[src/oaf_cfg.svh]
`ifndef OAF_CFG_SVH
`define OAF_CFG_SVH

// ****************************************************************
// opcode field positions
// ****************************************************************
`define OAF_DST_MSB     5
`define OAF_DST_LSB     3
`define OAF_SRC_MSB     2
`define OAF_SRC_LSB     0
`define OAF_PAIR_MSB    5
`define OAF_PAIR_LSB    4
// ****************************************************************
// fixed codes and reset values
// ****************************************************************
`define OAF_REG_ACC     3'h7
`define OAF_REG_MEM     3'h6
`define OAF_RST_STEP    16'h0008
`define OAF_ADDR_RST    16'h0000
`define OAF_OP_LEN_REL  16'h0002
`endif

[src/oaf_pkg.sv]
// ****************************************************************
// shared types
// ****************************************************************
package oaf_pkg;
    // addressing mode requested by the instruction decoder
    typedef enum logic [3:0] {
        OAF_M_REG, OAF_M_IMPL, OAF_M_IMM, OAF_M_IMMX, OAF_M_DIR,
        OAF_M_JPDIR, OAF_M_IND, OAF_M_IDX, OAF_M_REL, OAF_M_RST, OAF_M_BIT
    } oaf_mode_t;
    // instruction bytes captured by fetch
    typedef struct packed {
        logic [7:0] opcode;
        logic [7:0] byte2;
        logic [7:0] byte3;
    } oaf_instr_t;
    // current register state the decoder needs
    typedef struct packed {
        logic [15:0] pc;           // address of opcode
        logic [15:0] pair_bc;
        logic [15:0] pair_de;
        logic [15:0] memory_pointer_pair;
        logic [15:0] sp;
        logic [15:0] first_index_register;
        logic [15:0] second_index_register;
    } oaf_regs_t;
    // formed operands and addresses
    typedef struct packed {
        logic [2:0]  dst_sel;
        logic [2:0]  src_sel;
        logic [1:0]  pair_sel;
        logic        pair_wr;
        logic [7:0]  imm8;
        logic [15:0] imm16;
        logic        mem_en;
        logic [15:0] mem_addr;
        logic        pc_load;
        logic [15:0] pc_target;
        logic        push_ret;
        logic [15:0] ret_addr;
        logic [7:0]  bit_mask;
        logic [2:0]  bit_pos;
    } oaf_result_t;
endpackage : oaf_pkg

[src/oaf_disp_add.sv]
`timescale 1ns/1ps
`default_nettype none
`include "oaf_cfg.svh"
// ****************************************************************
// base plus signed displacement adder
// ****************************************************************
module oaf_disp_add #(
    parameter int AW = 16
) (
    // operands
    input  wire logic [AW-1:0] base,
    input  wire logic [7:0]    disp,
    // sum
    output logic [AW-1:0]      sum
);
    // sign extend the displacement byte then add, wrapping
    always_comb begin
        sum = base + {{(AW-8){disp[7]}}, disp};
    end
endmodule : oaf_disp_add
`default_nettype wire

[src/oaf_operand_former.sv]
`timescale 1ns/1ps
`default_nettype none
`include "oaf_cfg.svh"
// ****************************************************************
// operand and address formation
// ****************************************************************
module oaf_operand_former (
    // clock and reset
    input  wire logic                REF_CLK,
    input  wire logic                RST,
    // request from fetch
    input  wire logic                REQ_VALID,
    input  wire oaf_pkg::oaf_mode_t  MODE,
    input  wire oaf_pkg::oaf_instr_t INSTR,
    input  wire logic                USE_SECOND_INDEX,
    input  wire oaf_pkg::oaf_regs_t  REGS,
    // formed result
    output logic                     RES_VALID,
    output oaf_pkg::oaf_result_t     RES
);
    import oaf_pkg::*;

    // ************************************************************
    // state
    // ************************************************************
    oaf_result_t res_r;       // registered result
    oaf_result_t res_nxt;     // next result
    logic        vld_r;       // result valid
    logic        vld_nxt;     // next valid
    logic [15:0] pc_next;     // address after instruction
    logic [15:0] idx_base;    // selected index register
    logic [15:0] idx_addr;    // index plus displacement
    logic [15:0] rel_addr;    // relative target
    logic [15:0] pair_val;    // named pair contents
    logic [15:0] word23;      // bytes two and three, low first
    logic [1:0]  pair_f;      // pair field

    assign pair_f = INSTR.opcode[`OAF_PAIR_MSB:`OAF_PAIR_LSB];
    assign word23 = {INSTR.byte3, INSTR.byte2};

    // relative base is the address after the two byte op
    assign pc_next = REGS.pc + `OAF_OP_LEN_REL;

    // pick index base
    assign idx_base = USE_SECOND_INDEX ? REGS.second_index_register
                                       : REGS.first_index_register;

    // indexed address adder
    oaf_disp_add #(.AW(16)) u_idx (
        .base (idx_base),
        .disp (INSTR.byte2),
        .sum  (idx_addr)
    );

    // relative target adder
    oaf_disp_add #(.AW(16)) u_rel (
        .base (pc_next),
        .disp (INSTR.byte2),
        .sum  (rel_addr)
    );

    // ************************************************************
    // register pair lookup
    // ************************************************************
    always_comb begin
        case (pair_f)
            2'h0:    pair_val = REGS.pair_bc;
            2'h1:    pair_val = REGS.pair_de;
            2'h2:    pair_val = REGS.memory_pointer_pair;
            default: pair_val = REGS.sp;
        endcase
    end

    // ************************************************************
    // next result
    // ************************************************************
    always_comb begin
        res_nxt          = '0;
        vld_nxt          = REQ_VALID;
        // register selects straight from opcode fields
        res_nxt.dst_sel  = INSTR.opcode[`OAF_DST_MSB:`OAF_DST_LSB];
        res_nxt.src_sel  = INSTR.opcode[`OAF_SRC_MSB:`OAF_SRC_LSB];
        res_nxt.pair_sel = pair_f;
        res_nxt.ret_addr = REGS.pc + 16'h0001;
        if (!REQ_VALID) begin
            // hold last result, drop valid
            res_nxt = res_r;
        end else begin
            case (MODE)
                OAF_M_REG: begin
                    // fields already set
                end
                OAF_M_IMPL: begin
                    // accumulator is implied destination
                    res_nxt.dst_sel = `OAF_REG_ACC;
                end
                OAF_M_IMM: begin
                    res_nxt.imm8 = INSTR.byte2;
                end
                OAF_M_IMMX: begin
                    res_nxt.imm16   = word23;
                    res_nxt.pair_wr = 1'b1;
                end
                OAF_M_DIR: begin
                    res_nxt.mem_en   = 1'b1;
                    res_nxt.mem_addr = word23;
                end
                OAF_M_JPDIR: begin
                    // direct_jump_op target
                    res_nxt.pc_load   = 1'b1;
                    res_nxt.pc_target = word23;
                end
                OAF_M_IND: begin
                    res_nxt.mem_en   = 1'b1;
                    res_nxt.mem_addr = pair_val;
                end
                OAF_M_IDX: begin
                    res_nxt.mem_en   = 1'b1;
                    res_nxt.mem_addr = idx_addr;
                end
                OAF_M_REL: begin
                    // relative_jump_op target
                    res_nxt.pc_load   = 1'b1;
                    res_nxt.pc_target = rel_addr;
                end
                OAF_M_RST: begin
                    // page zero vector, field times eight
                    res_nxt.pc_load   = 1'b1;
                    res_nxt.push_ret  = 1'b1;
                    res_nxt.pc_target = {10'h000, INSTR.opcode[5:3], 3'h0};
                end
                OAF_M_BIT: begin
                    // bit position from opcode, operand register or memory
                    res_nxt.bit_pos  = INSTR.opcode[5:3];
                    res_nxt.bit_mask = 8'h01 << INSTR.opcode[5:3];
                    if (INSTR.opcode[2:0] == `OAF_REG_MEM) begin
                        res_nxt.mem_en   = 1'b1;
                        res_nxt.mem_addr = REGS.memory_pointer_pair;
                    end
                end
                default: begin
                    res_nxt = '0;
                end
            endcase
        end
    end

    // ************************************************************
    // register the result
    // ************************************************************
    always_ff @(posedge REF_CLK) begin
        if (RST) begin
            res_r <= '0;
            vld_r <= 1'b0;
        end else begin
            res_r <= res_nxt;
            vld_r <= vld_nxt;
        end
    end

    assign RES       = res_r;
    assign RES_VALID = vld_r;
endmodule : oaf_operand_former
`default_nettype wire

[config.mk]
export PLATFORM = sky130hd
export DESIGN_NAME = oaf_operand_former
export DESIGN_NICKNAME = d
export VERILOG_FILES = /design/src/oaf_pkg.sv /design/src/oaf_disp_add.sv /design/src/oaf_operand_former.sv
export VERILOG_INCLUDE_DIRS = /design/src
export SDC_FILE = /design/constraint.sdc
export NUM_CORES = 1
export LEC_CHECK = 0
export BUFFER_PORTS_ARGS = -buffer_cell sky130_fd_sc_hd__buf_2
export CORE_UTILIZATION = 49
export DETAILED_ROUTE_END_ITERATION = 7
export HOLD_SLACK_MARGIN = 0.15
export MAX_ROUTING_LAYER = met4
export PLACE_DENSITY = 0.81
export SYNTH_ARGS = -nofsm -noshare
export SYNTH_HDL_FRONTEND = slang
export SYNTH_SLANG_ARGS = --single-unit
[constraint.sdc]
create_clock -name REF_CLK -period 4.06 [get_ports REF_CLK]
set_clock_uncertainty 0.05 [all_clocks]
set_input_delay 0.203 -clock REF_CLK [delete_from_list [all_inputs] [get_ports REF_CLK]]
set_output_delay 0.203 -clock REF_CLK [all_outputs]
set_load 0.05 [all_outputs]
# Yosys cells after proc, flatten, opt, wreduce, memory -nomap -nowiden
# Cells that the tools add are included.
# totals
wordCells,50
output_inout_bits,96
reg_bits,96
# classes
eq_ne,13
n_addsub,4
n_shift,1
n_reduce_logical,4
mux,13
# op_table
cell,count
17-bit case mux with 4 select lines,1
17-bit case mux with 3 select lines,1
16-bit 2-to-1 mux,3
16-bit case mux with 3 select lines,1
16-bit adder,2
17-bit 2-to-1 mux,1
16-bit by 1-bit adder with 16-bit output (second input constant),1
16-bit by 2-bit adder with 16-bit output (second input constant),1
4-bit by 3-bit equality test with 1-bit output (second input constant),4
4-bit equality test (second input constant),3
11-bit 2-to-1 mux,1
11-bit OR reduction,1
10-bit OR reduction,1
4-bit by 2-bit equality test with 1-bit output (second input constant),2
8-bit 2-to-1 mux,1
1-bit by 3-bit << shifter with 8-bit output (first input constant),1
3-bit case mux with 2 select lines,1
5-bit 2-to-1 mux,1
4-bit by 1-bit equality test with 1-bit output (second input constant),1
4-bit logical NOT,1
3-bit equality test (second input constant),1
2-bit by 1-bit equality test with 1-bit output (second input constant),1
2-bit equality test (second input constant),1
2-bit logical NOT,1
1-bit 2-to-1 mux,2

# Logic depth before layout (Yosys ltp)
# logic_depth
word_depth,3
ltp_mapped,13
depth_no_buf,13

# By module
# Synthesis repeated with hierarchy kept, for this count alone.
# unflattened
cells_unflattened,768
area_unflattened_um2,6790.3
# modules_own_cells
mod,seq_area_each_um2,cells_per_inst,n_inst,area_per_inst_um2
oaf_operand_former,1921.8,552,1,5187.5
oaf_disp_add at u_idx,0.0,118,1,878.3
oaf_disp_add at u_rel,0.0,98,1,724.4

# Worst setup path after synthesis
# Ideal clock, no wire load.
# synth_timing
kind,input to register
from,input USE_SECOND_INDEX
to,"register res_r, in the netlist RES[60]"
setup_time_ns,0.122
slack_ns,0.867
required_ns,3.888
path_stages,11
t_arrival_ns,3.021
path_cell_list,clkbuf_1 -> buf_1 -> mux2_2 -> ha_1 -> a2111oi_4 -> o21ai_1 -> a31o_2 -> a31o_1 -> a31oi_2 -> xnor2_1 -> a221o_1
# synth_via
elab_chain_cells,3
# synth_lines
element,line_no,source
from (decl),oaf_operand_former.sv:15,"input wire logic USE_SECOND_INDEX,"
16-bit 2-to-1 mux,oaf_operand_former.sv:45,assign idx_base = USE_SECOND_INDEX ? REGS.second_index_register
16-bit adder,oaf_disp_add.sv:18,"sum = base + {{(AW-8){disp[7]}}, disp};"
17-bit case mux with 4 select lines,oaf_operand_former.sv:89,case (MODE)
to (signal assigned),oaf_operand_former.sv:156,res_r <= res_nxt;
to (decl),oaf_operand_former.sv:26,oaf_result_t res_r;
# No other way between the ends.
# A chain may end at the register's enable or synchronous reset.

# Worst setup path in the final report
# layout_timing
from,input USE_SECOND_INDEX
to,"register res_r, in the netlist RES[57]"
# The elaborated chain is that of the path after synthesis.

==> flow_metrics.py <==
metrics = {
    "sta": {
        "max_freq_mhz": 352.6,
        "setup_viol": 0,
        "worst_slack_ps": 1224,
        "whs_ps": 154.2,
        "slew_viol_final": 0,
        "rsz0062_at_grt": "no",
        "finalSetupTns_ps": 0,
        "period_minus_slack_ps": 2836,
        "finalCritPeriodShare_pct": 69.85,
        "hold_violations": 0,
        "max-slew-margin-rel_pct": 17.43,
        "worst_pin_slew_ps": 1232,
    },
    "power": {
        "p_seq_share_pct": 38.2,
        "power_density_nw_per_um2": 330.4,
        "p_int_mw": 1.752,
        "pwr-share-comb_pct": 26.2,
        "p_switching_mw": 0.7947,
        "vdd_drop_max_mv": 0.2996,
        "leakage_nw": 3.582,
        "switching_share_pct": 31.21,
        "fin_total_pwr_mw": 2.547,
        "clkPwrFrac_pct": 35.6,
    },
    "placed_design": {
        "dpl_cell_area_um2": 7268,
        "numPortBuffers": 237,
        "pre_cts_ws_ps": 913.6,
        "gp_congestion": 0.8513,
        "dp.cells": 1016,
        "dp_hpwl_mm": 14.68,
    },
    "worst_setup_path": {
        "worst_ep_arrival_time_ps": 3020,
        "crit_type": "primary input to register",
        "ff2ff_path_depth": 3,
        "critPathBufInv": 1,
        "slowest_stage": "fa_1",
        "worstPathCellList": "buf_2, mux2_2, ha_1, fa_1, a21o_1, nand3_1, a21boi_0, a31oi_1, a21oi_1, xor2_1, a221o_1",
        "cp-start-kind": "primary input",
        "crit_required_ps": 4250,
        "cp-end-kind": "register",
        "cp_slowest_stage_delay_ps": 410,
        "crit_fanout": 16,
        "cp_top_family": "compound AO/OA/AOI/OAI gates",
        "crit_cells": 11,
    },
    "clocking": {
        "cts_tree": "built",
        "htreeDepth": 3,
        "cts_made_buffers": 9,
        "cts_root_buf": "clkbuf_16",
        "clk_pin_slew_worst_paths_ps": 70,
        "cts.sinks": 96,
        "cts-resized-gates": 0,
        "cts_buffer_depth": 2,
        "clk-insertion-delay-late_ps": 350,
    },
    "cells_and_area": {
        "drive_gt1_share_pct": 33.07,
        "layout_common_cells": "buf_2, dfxtp_1, nor2_1",
        "area_growth_pct": 29.11,
        "final_util_pct": 66.09,
        "nNetsFinal": 1087,
        "layout_commonest_cell": "buf_2",
        "fin_cells": 1045,
        "fin_area_um2": 7707,
    },
    "grt": {
        "grt_use_met1_pct": 37.40,
        "use_met3_pct": 7.073,
        "grt.total_usage_pct": 31.92,
        "grt_pass1_wl_mm": 30.47,
        "grt_max_degree": 57,
        "met2_usage_pct": 54.62,
        "grt.overflow.total": 0,
        "antenna_found_initial": 1,
        "busiest_layer": "met2",
        "first_global_vias": 5899,
    },
    "synthesis": {
        "yosys_warnings": 0,
        "synthArstFlopShare_pct": 0,
        "ys_types": 56,
        "yosysSeqAreaShare_pct": 32.19,
        "synth_edf_count": 0,
        "synthCells": 665,
        "ys.flop_type": "dfxtp_1",
        "ys_seq_elements": 96,
        "postSynthAreaPerCell_um2": 8.977,
        "synthesis.area_um2": 5969,
        "postSynthNetCount": 856,
    },
    "drt": {
        "first_pass_iters": 5,
        "drt_iter0_drc": 620,
        "drcViolationCount": 0,
        "vias": 6281,
        "drt-total-wl_mm": 19.68,
        "wl_per_cell_um": 18.84,
        "vias_per_cell": 6.011,
        "ant_nets": 0,
    },
    "floorplan": {
        "core_area_um2": 11660,
        "dieArea_um2": 12630,
        "start_util_pct": 51.19,
        "die_h_um": 112.4,
        "die_x_um": 112.4,
        "row_count": 39,
        "ios": 240,
    },
    "worst_hold_path": {
        "whs_path_depth": 3,
        "hp-class": "primary input to register",
    },
    "status": {
        "run_status": "completed",
    },
    "flow_run": {
        "drv_cap": 0,
    },
}
## tightest hold or removal path: cells and delay by family
kind / cells / cell delay (ps)
simple gates: 1 / 90
compound gates: 1 / 80
buf+inv: 1 / 140
## cell usage after synthesis (6+ instances only)
library cell	n	share of area (%)
o21a_1	6	0.75
mux2i_1	6	1.0
mux4_2	13	4.9
nand2_1	35	2.2
xnor2_1	25	3.7
dfxtp_1	96	32
nor2b_1	7	0.73
a211oi_1	6	0.75
and3_1	7	0.73
o21ai_0	37	3.1
nand3_1	15	1.3
ha_1	45	9.4
a22oi_1	57	7.2
inv_1	9	0.57
a22o_1	12	1.8
a222oi_1	12	2.0
xor2_1	15	2.2
nor2_1	89	5.6
clkbuf_1	31	1.9
nand2b_1	10	1.0
nor3_1	11	0.92
a221oi_1	7	1.0
a21oi_1	27	2.3
mux2_2	15	2.8
a221o_1	8	1.3
a21o_1	17	2.1
## power groups by stage
stage               Clock [mW]  Sequential (mW)  Combinational (mW)
finish                   0.906            0.972               0.668
global route             0.951            0.974               0.725
CTS                      0.911            0.972               0.661
detailed placement           0            0.993               0.650
global placement             0            0.993               0.641
floorplan                    0             1.06               0.374
## cells by family after synthesis
group                      synth area share (%)
xor gates and xnor gates                  5.869
and+or+nand+nor                           14.27
buffers and inverters                     3.018
muxes                                     8.740
adders and majority gates                 10.10
AOI/OAI and AO/OA                         25.80
DFF                                       32.19
## repair_timing
item / in CTS / in global routing
buffers inserted: 0 / 0
endpoints found under the setup margin: 0 / 0
hold buffers: 12 / 0
hold endpoints to repair: 18 / 0
## cell type report
cell class | instances | area (µm²)
clock inverters | 5 | 63.81
diodes | 1 | 2.502
multi-input cells | 522 | 3884
fillers | 1000 | 3955
flip-flops and latches | 96 | 1922
repair buffers | 257 | 1366
well taps | 143 | 178.9
clock buffers | 11 | 252.7
inverters | 10 | 37.54
## metal layers
metal | vias up | wire length, µm
met3 | 33 | 1644
li1 | 2976 | -
met1 | 2952 | 7990
met2 | 320 | 9729
met5 | - | 0
met4 | 0 | 318
## worst paths after layout
| kind | from | to | slack [ps] |
|---|---|---|---|
| worst min-delay path | INSTR[6] | RES[76] | 150 |
| worst max-delay path | USE_SECOND_INDEX | RES[57] | 1220 |
| worst max register to register | RES[38] | RES[38] | 3140 |
| worst min register to register | RES[11] | RES[11] | 410 |
## sequential cells by signal, indices dropped and copies added, names as in the netlist
name	count
RES	95
RES_VALID	1
Power figures use the tool's default switching activity.
